===== config.mk =====
export PLATFORM = sky130hd
export DESIGN_NAME = mcc_top
export DESIGN_NICKNAME = d
export VERILOG_FILES = /design/src/mcc_pkg.sv /design/src/mcc_cell.sv /design/src/mcc_top.sv
export VERILOG_INCLUDE_DIRS = /design/src
export SDC_FILE = /design/constraint.sdc
export NUM_CORES = 2
export LEC_CHECK = 0
export BUFFER_PORTS_ARGS = -buffer_cell sky130_fd_sc_hd__buf_2
export CELL_PAD_IN_SITES_DETAIL_PLACEMENT = 1
export CELL_PAD_IN_SITES_GLOBAL_PLACEMENT = 2
export CORE_MARGIN = 5
export CORE_UTILIZATION = 43
export DETAILED_ROUTE_END_ITERATION = 8
export GPL_TIMING_DRIVEN = 1
export PLACE_DENSITY = 0.87
export SLEW_MARGIN = 10
export SYNTH_ARGS = -nofsm -noshare
export SYNTH_HDL_FRONTEND = slang
export SYNTH_HIERARCHICAL = 1
export SYNTH_SLANG_ARGS = --single-unit

===== constraint.sdc =====
create_clock -name clk_sys_i -period 4.5 [get_ports clk_sys_i]
set_input_delay 0.675 -clock clk_sys_i [delete_from_list [all_inputs] [get_ports clk_sys_i]]
set_output_delay 0.675 -clock clk_sys_i [all_outputs]
set_load 0.01 [all_outputs]

===== src/mcc_consts.svh =====
// constants for the output cell array: sizes, register map, reset values
// Behaviour
// - registers share one clock and enable pin
// - each cell registered or I/O in registered mode
// - any mix of registered and I/O cells
// - registered sums eight terms, I/O seven
// - dedicated input/output are restricted I/O cells
// - registers capture on shared clock rising edge
// - simple mode: input or always-driven output
// - simple outputs sum at most eight terms
// - polarity bit: clear active low, set high
// - simple mode: clock/enable pins are data
// - simple mode: centre cells output only
// - simple output selected by 1,0,direction 0
// - simple mode: centre cells have no own feedback
// - direction 1 in simple mode: input, driver off
// - two global bits, per-cell polarity and direction
// - registered mode: clock/enable pins not data
// - registers clear low at power-up
`ifndef MCC_CONSTS_SVH
`define MCC_CONSTS_SVH

// default sizes
`define MCC_NUM_CELLS 8
`define MCC_NUM_INPUTS 8
`define MCC_NUM_TERMS 8
`define MCC_MAX_CELLS 8
`define MCC_MAX_INPUTS 8
`define MCC_MAX_WORDS 64

// register port
`define MCC_ADDR_W 10
`define MCC_DATA_W 32
`define MCC_OFS_CTRL 10'h000
`define MCC_OFS_POLARITY 10'h004
`define MCC_OFS_DIRECTION 10'h008
`define MCC_OFS_STATUS 10'h00C
`define MCC_OFS_PINS 10'h010
`define MCC_OFS_TDIS_LO 10'h014
`define MCC_OFS_TDIS_HI 10'h018
`define MCC_TERM_SEL_MSB 9
`define MCC_TERM_SEL_LSB 8
`define MCC_TERM_SEL 2'h1
`define MCC_TERM_IDX_MSB 7
`define MCC_TERM_IDX_LSB 2
`define MCC_TERM_IDX_W 6

// fields
`define MCC_CTRL_REGSEL_BIT 0
`define MCC_CTRL_ARCH_BIT 1
`define MCC_STAT_Q_LSB 0
`define MCC_STAT_OFF_BIT 8
`define MCC_STAT_REG_BIT 9
`define MCC_STAT_SIMPLE_BIT 10
`define MCC_PINS_DATA_LSB 0
`define MCC_PINS_PAD_LSB 8
`define MCC_PINS_CLK_BIT 16
`define MCC_PINS_OE_BIT 17
`define MCC_TDIS_W 64
`define MCC_TDIS_HALF 32

// reset values
`define MCC_CTRL_REGSEL_RST 1'b1
`define MCC_CTRL_ARCH_RST 1'b0
`define MCC_POL_RST_BIT 1'b1
`define MCC_DIR_RST_BIT 1'b1
`define MCC_TERM_RST_BIT 1'b1
`define MCC_TDIS_RST 64'h0000000000000000
`define MCC_Q_RST 1'b0
`define MCC_CLKPIN_RST 1'b1

`endif


===== src/mcc_pkg.sv =====
// types shared by the output cell array
`default_nettype none
`include "mcc_consts.svh"
package mcc_pkg;

  typedef enum logic [2:0] {
    MCC_MODE_REG = 3'h1,
    MCC_MODE_SIMPLE = 3'h2,
    MCC_MODE_OFF = 3'h4
  } mcc_mode_t;

  typedef struct packed {
    logic polarity;
    logic direction;
  } mcc_cell_cfg_t;

  typedef struct packed {
    logic out;
    logic oe;
  } mcc_pad_t;

  typedef struct packed {
    logic [`MCC_ADDR_W-1:0] addr;
    logic [`MCC_DATA_W-1:0] wdata;
    logic wr;
    logic rd;
  } mcc_bus_req_t;

endpackage : mcc_pkg
`default_nettype wire


===== src/mcc_cell.sv =====
// one output logic cell: register, polarity and driver control
`timescale 1ns/10ps
`default_nettype none
`include "mcc_consts.svh"
module mcc_cell #(
  parameter int NUM_TERMS = `MCC_NUM_TERMS,
  parameter bit CENTER = 1'b0
) (
  // clock and reset
  input wire logic clk_sys_i,
  input wire logic rstn_i,
  // configuration
  input wire mcc_pkg::mcc_mode_t mode_i,
  input wire mcc_pkg::mcc_cell_cfg_t cfg_i,
  // array and pins
  input wire logic [NUM_TERMS-1:0] terms_i,
  input wire logic clk_rise_i,
  input wire logic oe_n_i,
  input wire logic pad_in_i,
  // results
  output logic q_o,
  output logic fb_o,
  output mcc_pkg::mcc_pad_t drive_o
);

  logic q;
  logic next_q;
  mcc_pkg::mcc_pad_t drive;
  mcc_pkg::mcc_pad_t next_drive;
  logic sum_all;
  logic sum_io;

  always_comb begin
    sum_all = |terms_i;
    sum_io = |terms_i[NUM_TERMS-1:1];
    next_q = q;
    next_drive = '0;
    case (mode_i)
      mcc_pkg::MCC_MODE_REG: begin
        if (!cfg_i.direction) begin
          if (clk_rise_i) begin
            next_q = sum_all ^ cfg_i.polarity;
          end
          // pin shows inverted q, so a cleared register reads high
          next_drive.out = ~next_q;
          next_drive.oe = ~oe_n_i;
        end else begin
          // term 0 is the private enable; input/output use is a subset
          next_drive.out = cfg_i.polarity ? sum_io : ~sum_io;
          next_drive.oe = terms_i[0];
        end
      end
      mcc_pkg::MCC_MODE_SIMPLE: begin
        if (!cfg_i.direction || CENTER) begin
          next_drive.out = cfg_i.polarity ? sum_all : ~sum_all;
          next_drive.oe = 1'b1;
        end else begin
          next_drive.oe = 1'b0;
        end
      end
      default: begin
        next_drive = '0;
      end
    endcase
  end

  always_ff @(posedge clk_sys_i or negedge rstn_i) begin
    if (!rstn_i) begin
      q <= `MCC_Q_RST;
      drive <= '0;
    end else begin
      q <= next_q;
      drive <= next_drive;
    end
  end

  // registered cells feed back q even while the driver is off
  assign fb_o = (mode_i == mcc_pkg::MCC_MODE_REG && !cfg_i.direction) ? q : pad_in_i;
  assign q_o = q;
  assign drive_o = drive;

endmodule : mcc_cell
`default_nettype wire


===== src/mcc_top.sv =====
// configurable output cell array with its product-term array and registers
//
// Strobed register access and the address map were left to the implementer.
`timescale 1ns/10ps
`default_nettype none
`include "mcc_consts.svh"
module mcc_top #(
  parameter int NUM_CELLS = `MCC_NUM_CELLS,
  parameter int NUM_INPUTS = `MCC_NUM_INPUTS,
  parameter int NUM_TERMS = `MCC_NUM_TERMS
) (
  // clock and reset
  input wire logic clk_sys_i,
  input wire logic rstn_i,
  // register port
  input wire logic [`MCC_ADDR_W-1:0] reg_addr_i,
  input wire logic [`MCC_DATA_W-1:0] reg_wdata_i,
  input wire logic reg_wr_i,
  input wire logic reg_rd_i,
  output logic [`MCC_DATA_W-1:0] reg_rdata_o,
  // device pins
  input wire logic [NUM_INPUTS-1:0] data_in_i,
  input wire logic shared_clk_pin_i,
  input wire logic shared_oe_n_pin_i,
  input wire logic [NUM_CELLS-1:0] pad_in_i,
  output logic [NUM_CELLS-1:0] pad_out_o,
  output logic [NUM_CELLS-1:0] pad_oe_o,
  // cell register state
  output logic [NUM_CELLS-1:0] cell_state_o
);

  localparam int NUM_COLS = NUM_INPUTS + NUM_CELLS;
  localparam int MASK_W = 2 * NUM_COLS;
  localparam int NUM_WORDS = NUM_CELLS * NUM_TERMS;
  localparam int HALF = NUM_CELLS / 2;

  generate
    if (NUM_CELLS < 4 || NUM_CELLS > `MCC_MAX_CELLS || (NUM_CELLS % 2) != 0) begin : g_bad_cells
      $error("cell count must be even, 4 to 8");
    end
    if (NUM_INPUTS < 1 || NUM_INPUTS > `MCC_MAX_INPUTS) begin : g_bad_inputs
      $error("input count must be 1 to 8");
    end
    if (NUM_TERMS < 2 || NUM_WORDS > `MCC_MAX_WORDS) begin : g_bad_terms
      $error("need two or more terms and at most 64 term words");
    end
    // both literals of every column must fit one data word
    if (MASK_W > `MCC_DATA_W) begin : g_bad_mask
      $error("term mask wider than the data word");
    end
  endgenerate

  // global mode from the two global bits
  function automatic mcc_pkg::mcc_mode_t mode_of(input logic regsel, input logic arch);
    mcc_pkg::mcc_mode_t m;
    case ({regsel, arch})
      2'h1: m = mcc_pkg::MCC_MODE_REG;
      2'h2: m = mcc_pkg::MCC_MODE_SIMPLE;
      // the third global mode is not built here: every driver stays off
      default: m = mcc_pkg::MCC_MODE_OFF;
    endcase
    return m;
  endfunction : mode_of

  function automatic logic reg_hit(input logic [`MCC_ADDR_W-1:0] addr,
                                   input logic [`MCC_ADDR_W-1:0] ofs);
    return addr == ofs;
  endfunction : reg_hit

  function automatic logic term_hit(input logic [`MCC_ADDR_W-1:0] addr);
    logic [`MCC_TERM_IDX_W-1:0] idx;
    idx = addr[`MCC_TERM_IDX_MSB:`MCC_TERM_IDX_LSB];
    return (addr[`MCC_TERM_SEL_MSB:`MCC_TERM_SEL_LSB] == `MCC_TERM_SEL) &&
           (int'(idx) < NUM_WORDS);
  endfunction : term_hit

  // one product term: even mask bit ties a true column, odd one the complement
  function automatic logic term_eval(input logic [MASK_W-1:0] mask,
                                     input logic [NUM_COLS-1:0] cols);
    logic hit;
    hit = 1'b1;
    for (int k = 0; k < NUM_COLS; k++) begin
      if (mask[2*k] && !cols[k]) begin
        hit = 1'b0;
      end
      if (mask[2*k+1] && cols[k]) begin
        hit = 1'b0;
      end
    end
    return hit;
  endfunction : term_eval

  // strobe and its qualifiers travel as one bundle
  mcc_pkg::mcc_bus_req_t req;
  assign req = '{addr: reg_addr_i, wdata: reg_wdata_i, wr: reg_wr_i, rd: reg_rd_i};

  // configuration state
  logic ctrl_regsel;
  logic ctrl_arch;
  logic [NUM_CELLS-1:0] polarity;
  logic [NUM_CELLS-1:0] direction;
  logic [`MCC_TDIS_W-1:0] term_disable_fuse;
  // flip-flop storage, rewritable at any time
  logic [MASK_W-1:0] term_mem [NUM_WORDS];
  logic next_ctrl_regsel;
  logic next_ctrl_arch;
  logic [NUM_CELLS-1:0] next_polarity;
  logic [NUM_CELLS-1:0] next_direction;
  logic [`MCC_TDIS_W-1:0] next_term_disable_fuse;
  logic [MASK_W-1:0] next_term_mem [NUM_WORDS];
  logic [`MCC_TERM_IDX_W-1:0] wr_idx;

  always_comb begin
    next_ctrl_regsel = ctrl_regsel;
    next_ctrl_arch = ctrl_arch;
    next_polarity = polarity;
    next_direction = direction;
    next_term_disable_fuse = term_disable_fuse;
    next_term_mem = term_mem;
    wr_idx = req.addr[`MCC_TERM_IDX_MSB:`MCC_TERM_IDX_LSB];
    // unmapped offsets fall through untouched
    if (req.wr) begin
      if (reg_hit(req.addr, `MCC_OFS_CTRL)) begin
        next_ctrl_regsel = req.wdata[`MCC_CTRL_REGSEL_BIT];
        next_ctrl_arch = req.wdata[`MCC_CTRL_ARCH_BIT];
      end
      if (reg_hit(req.addr, `MCC_OFS_POLARITY)) begin
        next_polarity = req.wdata[NUM_CELLS-1:0];
      end
      if (reg_hit(req.addr, `MCC_OFS_DIRECTION)) begin
        next_direction = req.wdata[NUM_CELLS-1:0];
      end
      if (reg_hit(req.addr, `MCC_OFS_TDIS_LO)) begin
        next_term_disable_fuse[`MCC_TDIS_HALF-1:0] = req.wdata;
      end
      if (reg_hit(req.addr, `MCC_OFS_TDIS_HI)) begin
        next_term_disable_fuse[`MCC_TDIS_W-1:`MCC_TDIS_HALF] = req.wdata;
      end
      if (term_hit(req.addr)) begin
        next_term_mem[wr_idx] = req.wdata[MASK_W-1:0];
      end
    end
  end

  always_ff @(posedge clk_sys_i or negedge rstn_i) begin
    if (!rstn_i) begin
      ctrl_regsel <= `MCC_CTRL_REGSEL_RST;
      ctrl_arch <= `MCC_CTRL_ARCH_RST;
      polarity <= {NUM_CELLS{`MCC_POL_RST_BIT}};
      direction <= {NUM_CELLS{`MCC_DIR_RST_BIT}};
      term_disable_fuse <= `MCC_TDIS_RST;
      for (int i = 0; i < NUM_WORDS; i++) begin
        // every tie made: true and complement together keep each term low
        term_mem[i] <= {MASK_W{`MCC_TERM_RST_BIT}};
      end
    end else begin
      ctrl_regsel <= next_ctrl_regsel;
      ctrl_arch <= next_ctrl_arch;
      polarity <= next_polarity;
      direction <= next_direction;
      term_disable_fuse <= next_term_disable_fuse;
      term_mem <= next_term_mem;
    end
  end

  mcc_pkg::mcc_mode_t mode;
  // a mode change reaches the pads one clock later
  assign mode = mode_of(ctrl_regsel, ctrl_arch);

  // shared clock pin edge; inputs are synchronous, so no synchroniser
  logic clkpin_q;
  logic next_clkpin_q;
  logic clk_rise;

  always_comb begin
    next_clkpin_q = shared_clk_pin_i;
  end

  always_ff @(posedge clk_sys_i or negedge rstn_i) begin
    if (!rstn_i) begin
      // held high so a pin already high at release is no edge
      clkpin_q <= `MCC_CLKPIN_RST;
    end else begin
      clkpin_q <= next_clkpin_q;
    end
  end

  // pin must stay high across a system clock edge to count
  assign clk_rise = (mode == mcc_pkg::MCC_MODE_REG) && shared_clk_pin_i && !clkpin_q;

  // array columns: data inputs low, one feedback column per cell above
  logic [NUM_CELLS-1:0] cell_fb;
  logic [NUM_CELLS-1:0] fb_col;
  logic [NUM_COLS-1:0] cols;

  genvar j;
  generate
    for (j = 0; j < NUM_CELLS; j++) begin : g_col
      logic simple_src;
      if (j == 0) begin : g_edge_lo
        assign simple_src = shared_clk_pin_i;
      end else if (j == NUM_CELLS - 1) begin : g_edge_hi
        assign simple_src = shared_oe_n_pin_i;
      end else if (j < HALF) begin : g_lower
        assign simple_src = pad_in_i[j-1];
      end else begin : g_upper
        assign simple_src = pad_in_i[j+1];
      end
      // clock and enable pins never reach the array in registered mode
      assign fb_col[j] = (mode == mcc_pkg::MCC_MODE_REG) ? cell_fb[j] :
                         (mode == mcc_pkg::MCC_MODE_SIMPLE) ? simple_src : 1'b0;
    end
  endgenerate

  assign cols = {fb_col, data_in_i};

  // product terms and cells
  mcc_pkg::mcc_pad_t [NUM_CELLS-1:0] drive;
  logic [NUM_CELLS-1:0] cell_q;

  genvar c;
  genvar t;
  generate
    for (c = 0; c < NUM_CELLS; c++) begin : g_cell
      logic [NUM_TERMS-1:0] terms;
      mcc_pkg::mcc_cell_cfg_t cfg;
      for (t = 0; t < NUM_TERMS; t++) begin : g_term
        // a disabled term drops out of the sum
        assign terms[t] = term_eval(term_mem[c*NUM_TERMS+t], cols) &&
                          !term_disable_fuse[c*NUM_TERMS+t];
      end
      // polarity and direction travel together to each cell
      assign cfg = '{polarity: polarity[c], direction: direction[c]};
      mcc_cell #(
        .NUM_TERMS(NUM_TERMS),
        .CENTER((c == HALF - 1) || (c == HALF))
      ) u_cell (
        .clk_sys_i(clk_sys_i),
        .rstn_i(rstn_i),
        .mode_i(mode),
        .cfg_i(cfg),
        .terms_i(terms),
        .clk_rise_i(clk_rise),
        .oe_n_i(shared_oe_n_pin_i),
        .pad_in_i(pad_in_i[c]),
        .q_o(cell_q[c]),
        .fb_o(cell_fb[c]),
        .drive_o(drive[c])
      );
      assign pad_out_o[c] = drive[c].out;
      assign pad_oe_o[c] = drive[c].oe;
    end
  endgenerate

  assign cell_state_o = cell_q;

  // read path: data only in the cycle after the strobe, zero elsewhere
  logic [`MCC_DATA_W-1:0] rdata;
  logic [`MCC_DATA_W-1:0] next_rdata;
  logic [`MCC_TERM_IDX_W-1:0] rd_idx;

  always_comb begin
    next_rdata = '0;
    rd_idx = req.addr[`MCC_TERM_IDX_MSB:`MCC_TERM_IDX_LSB];
    if (req.rd) begin
      if (reg_hit(req.addr, `MCC_OFS_CTRL)) begin
        next_rdata[`MCC_CTRL_REGSEL_BIT] = ctrl_regsel;
        next_rdata[`MCC_CTRL_ARCH_BIT] = ctrl_arch;
      end else if (reg_hit(req.addr, `MCC_OFS_POLARITY)) begin
        next_rdata[NUM_CELLS-1:0] = polarity;
      end else if (reg_hit(req.addr, `MCC_OFS_DIRECTION)) begin
        next_rdata[NUM_CELLS-1:0] = direction;
      end else if (reg_hit(req.addr, `MCC_OFS_STATUS)) begin
        next_rdata[`MCC_STAT_Q_LSB +: NUM_CELLS] = cell_q;
        next_rdata[`MCC_STAT_OFF_BIT] = (mode == mcc_pkg::MCC_MODE_OFF);
        next_rdata[`MCC_STAT_REG_BIT] = (mode == mcc_pkg::MCC_MODE_REG);
        next_rdata[`MCC_STAT_SIMPLE_BIT] = (mode == mcc_pkg::MCC_MODE_SIMPLE);
      end else if (reg_hit(req.addr, `MCC_OFS_PINS)) begin
        next_rdata[`MCC_PINS_DATA_LSB +: NUM_INPUTS] = data_in_i;
        next_rdata[`MCC_PINS_PAD_LSB +: NUM_CELLS] = pad_in_i;
        next_rdata[`MCC_PINS_CLK_BIT] = shared_clk_pin_i;
        next_rdata[`MCC_PINS_OE_BIT] = shared_oe_n_pin_i;
      end else if (reg_hit(req.addr, `MCC_OFS_TDIS_LO)) begin
        next_rdata = term_disable_fuse[`MCC_TDIS_HALF-1:0];
      end else if (reg_hit(req.addr, `MCC_OFS_TDIS_HI)) begin
        next_rdata = term_disable_fuse[`MCC_TDIS_W-1:`MCC_TDIS_HALF];
      end else if (term_hit(req.addr)) begin
        next_rdata[MASK_W-1:0] = term_mem[rd_idx];
      end
    end
  end

  always_ff @(posedge clk_sys_i or negedge rstn_i) begin
    if (!rstn_i) begin
      rdata <= '0;
    end else begin
      rdata <= next_rdata;
    end
  end

  assign reg_rdata_o = rdata;

endmodule : mcc_top
`default_nettype wire


==> impl_metrics.tcl <==
set metrics [dict create \
    worstPathMaxFanout 38 \
    worstReg2RegStart "ctrl_arch$_DFFE_PN0P_" \
    cts_buffers 244 \
    syn-num-nets 8242 \
    crit_end "g_cell[7].u_cell/q_o$_DFFE_PN0P_" \
    area_growth_pct 13.67 \
    power_uw 50310 \
    synthArstFlopShare_pct 100.0 \
    critPathKind "flip-flop to flip-flop" \
    setup_tns_ns 0 \
    avgSynthCellArea_sq_um 14.17 \
    ys_seq_elements 2187 \
    drtAntennaViolNets 0 \
    num_vias 82450 \
    start_util_pct 43.20 \
    first_pass_iters 8 \
    die_area_sq_um 279900 \
    grt_pass1_vias 85100 \
    cap_viol_max_count 0 \
    min_period_ns 4.454 \
    core_sq_um 268200 \
    die_w_um 529.0 \
    wl_per_cell_um 40.76 \
    rsz0062_at_grt "no" \
    period_share_pct 98.97 \
    cts_tree "yes" \
    synthFlopType "dfstp_2" \
    multiInputGateArea_sq_um 55260 \
    cp_num_cells 15 \
    relSlewSlack_pct 7.435 \
    fin_skew_ns 0.08101 \
    syn-cell-area_sq_um 115800 \
    end_kind "flip-flop" \
    clk_pin_slew_ns 0.07 \
    pwr-share-clk_pct 43.0 \
    drive_gt1_share_pct 66.14 \
    hold_class "input port to flip-flop" \
    row_count 190 \
    path_buf_inv 4 \
    cpPeakStageDelay_ns 0.57 \
    drtIter0Drc 10850 \
    r2r-end "g_cell[7].u_cell/q_o$_DFFE_PN0P_" \
    switching_share_pct 27.57 \
    path_delay_family "simple AND/OR/NAND/NOR gates" \
    antenna_found_initial 57 \
    setup_viol_count_final 0 \
    peakVddDrop_uv 354.3 \
    cp_cell_sequence "inv_1 -> ha_1 -> buf_4 -> nand2b_1 -> nor3_1 -> mux2_2 -> a21oi_4 -> buf_12 -> buf_4 -> mux2i_1 -> nand4_1 -> nor3_1 -> or4_4 -> or3_1 -> a41o_1" \
    slowest_stage "or4_4" \
    worst-r2r-cell-count 15 \
    syn_inst 8175 \
    yosys_warnings 6 \
    tightest_slew_ns 1.388 \
    io_pins 120 \
    viasPerCell 6.828 \
    total_leakage_power_uw 0.05743 \
    fp.dieH_um 529.0 \
    nets 8355 \
    gp_congestion 1.029 \
    r2r_setup_slack_ns 0.05 \
    nFillCells 25950 \
    drv_slew 0 \
    power_frac_comb_pct 12.9 \
    grt_pass1_wl_um 689200 \
    crit_arrival_ns 5.26 \
    drc_errors 0 \
    cts-root-buf "clkbuf_16" \
    clk_latency_ns 0.95 \
    regArea_sq_um 57310 \
    intPower_uw 36440 \
    ys_seq_area_share_pct 49.48 \
    synth_edf_count 0 \
    io_buffers 119 \
    dp_hpwl_um 349500 \
    sequentialPowerShare_pct 44.1 \
    switchingPower_uw 13870 \
    startpoint_type "flip-flop" \
    final_util_pct 49.10 \
    fmax_mhz 224.5 \
    power_density_nw_per_um2 382.1 \
    grt-ovfl-total 0 \
    track_usage_pct 34.34 \
    grt_max_degree 181 \
    drt-total-wl_um 492100 \
    cts_sinks 2187 \
    hold_viol_final 0 \
    setup.worst_path.start "ctrl_arch$_DFFE_PN0P_" \
    crit_required_ns 5.30 \
    ys_types 87 \
    clock_path_buffers 4 \
    h-tree-depth 4 \
    outcome "completed" \
]
[per-stage QoR]
step / hold slack, ns / instance area (sq um) / instances / setup WS [ns]
2_1_floorplan: 0.3794 / 115800 / 8175 / 0.2380
3_5_place_dp: 0.5472 / 122900 / 11590 / -0.02555
6_report: 0.2847 / 131700 / 12080 / 0.04647
5_1_grt: 0.2645 / 131600 / 12060 / 0.01883
3_3_place_gp: 0.5258 / 122900 / 11590 / 0.05630
4_1_cts: 0.2419 / 131500 / 12040 / 0.01746
[power by group through the flow]
| stage | Clock, uW | Combinational, uW | Sequential [uW] |
|---|---|---|---|
| after global routing | 22600 | 6610 | 22300 |
| final | 21600 | 6480 | 22200 |
| after global placement | 0 | 6030 | 22300 |
| after floorplan | 0 | 3210 | 22000 |
| after CTS | 21800 | 6220 | 22100 |
| after detailed placement | 0 | 6170 | 22400 |
[cells in the mapped netlist, types with 69 or more instances]
library cell / n / area, sq um
dfstp_2: 2066 / 54280
mux2_2: 1908 / 21490
mux2i_1: 1071 / 10720
mux4_2: 471 / 10610
clkbuf_1: 329 / 1235
mux2_1: 243 / 2736
buf_2: 230 / 1151
nand4_1: 219 / 1370
nand2_1: 145 / 544.3
a22oi_1: 134 / 1006
buf_1: 128 / 480.5
nor2_1: 123 / 461.7
dfrtp_1: 121 / 3028
a21oi_1: 108 / 540.5
nor3_1: 90 / 450.4
o21ai_0: 69 / 345.3
[layout by cell type (no fill, tap or decap), types with 69 or more instances in the layout]
cell type  Yosys  routed
a22oi_1      134     132
mux4_2       471     471
clkbuf_16      0     247
o21ai_0       69      69
dfrtp_1      121     121
buf_2        230     105
mux2_2      1908    1908
mux2_1       243     243
nand4_1      219     219
buf_12         0     100
a21oi_1      108     102
buf_4         58     427
nand2_1      145     117
mux2i_1     1071    1071
nor3_1        90      86
nor2_1       123      97
dfstp_2     2066    2066
[routing by layer]
metal	global-route usage [%]	routed length, um
met1	44.70	189200
met2	50.18	211800
met3	10.44	53510
met4	21.06	37430
met5	0	171
[worst register-to-register path: cells and delay by family, from the launching register on]
| kind | cells | cell delay [ns] |
|---|---|---|
| adder cells (fa/ha/maj) | 1 | 0.32 |
| flip-flops | 1 | 0.44 |
| buffers and inverters | 4 | 0.96 |
| AND/OR/NAND/NOR | 6 | 1.64 |
| multiplexers | 2 | 0.53 |
| AO/OA/AOI/OAI | 2 | 0.44 |
[state kept, by name, summed over array words and instances, names as in the netlist]
register and count:
polarity 8, reg_rdata_o 32, term_mem 2048, g_cell.u_cell/drive_o 16
term_disable_fuse 64, direction 8, ctrl_arch 1, clkpin_q 1
g_cell.u_cell/q_o 8, ctrl_regsel 1
[timing repair]
action / in CTS / in global routing
hold buffers: 2 / 0
endpoints found under the setup margin: 2 / 7
endpoints found under the hold margin: 3 / 0
resized for setup: 2 / 9
pin swaps: 0 / 1
cloned: 0 / 1
setup buffers: 0 / 1
[cell families after synthesis]
kind of cell,synth area share [%]
buffers and inverters,3.246
AND/OR/NAND/NOR,3.870
flip-flops,49.48
adder cells (fa/ha/maj),0.03241
AO/OA/AOI/OAI,4.025
multiplexers,39.35
[final cells by class]
| cell class | instances | area share [%] |
|---|---|---|
| Tap cell | 3552 | 3.375 |
| Sequential cell | 2187 | 43.53 |
| Inverter | 43 | 0.1264 |
| Antenna cell | 31 | 0.05892 |
| Multi-Input combinational cell | 5174 | 41.97 |
| Clock inverter | 100 | 1.035 |
| Timing Repair Buffer | 638 | 4.423 |
| Clock buffer | 350 | 5.481 |
[worst min-delay path by stage]
stage / from / endpoint / slack, ns / cells after the start
after floorplan: rstn_i / ctrl_arch$_DFFE_PN0P_ / 0.38 / 0
final: reg_wdata_i[15] / term_mem[207]$_DFFE_PN1P_ / 0.28 / 2
after detailed placement: term_disable_fuse[63]$_DFFE_PN0P_ / term_disable_fuse[63]$_DFFE_PN0P_ / 0.55 / 1
after global placement: term_disable_fuse[3]$_DFFE_PN0P_ / term_disable_fuse[3]$_DFFE_PN0P_ / 0.53 / 1
after CTS: reg_wdata_i[15] / term_mem[591]$_DFFE_PN1P_ / 0.24 / 2
after global routing: reg_wdata_i[15] / term_mem[751]$_DFFE_PN1P_ / 0.26 / 2
No activity file was read; power rests on OpenSTA's default activity.
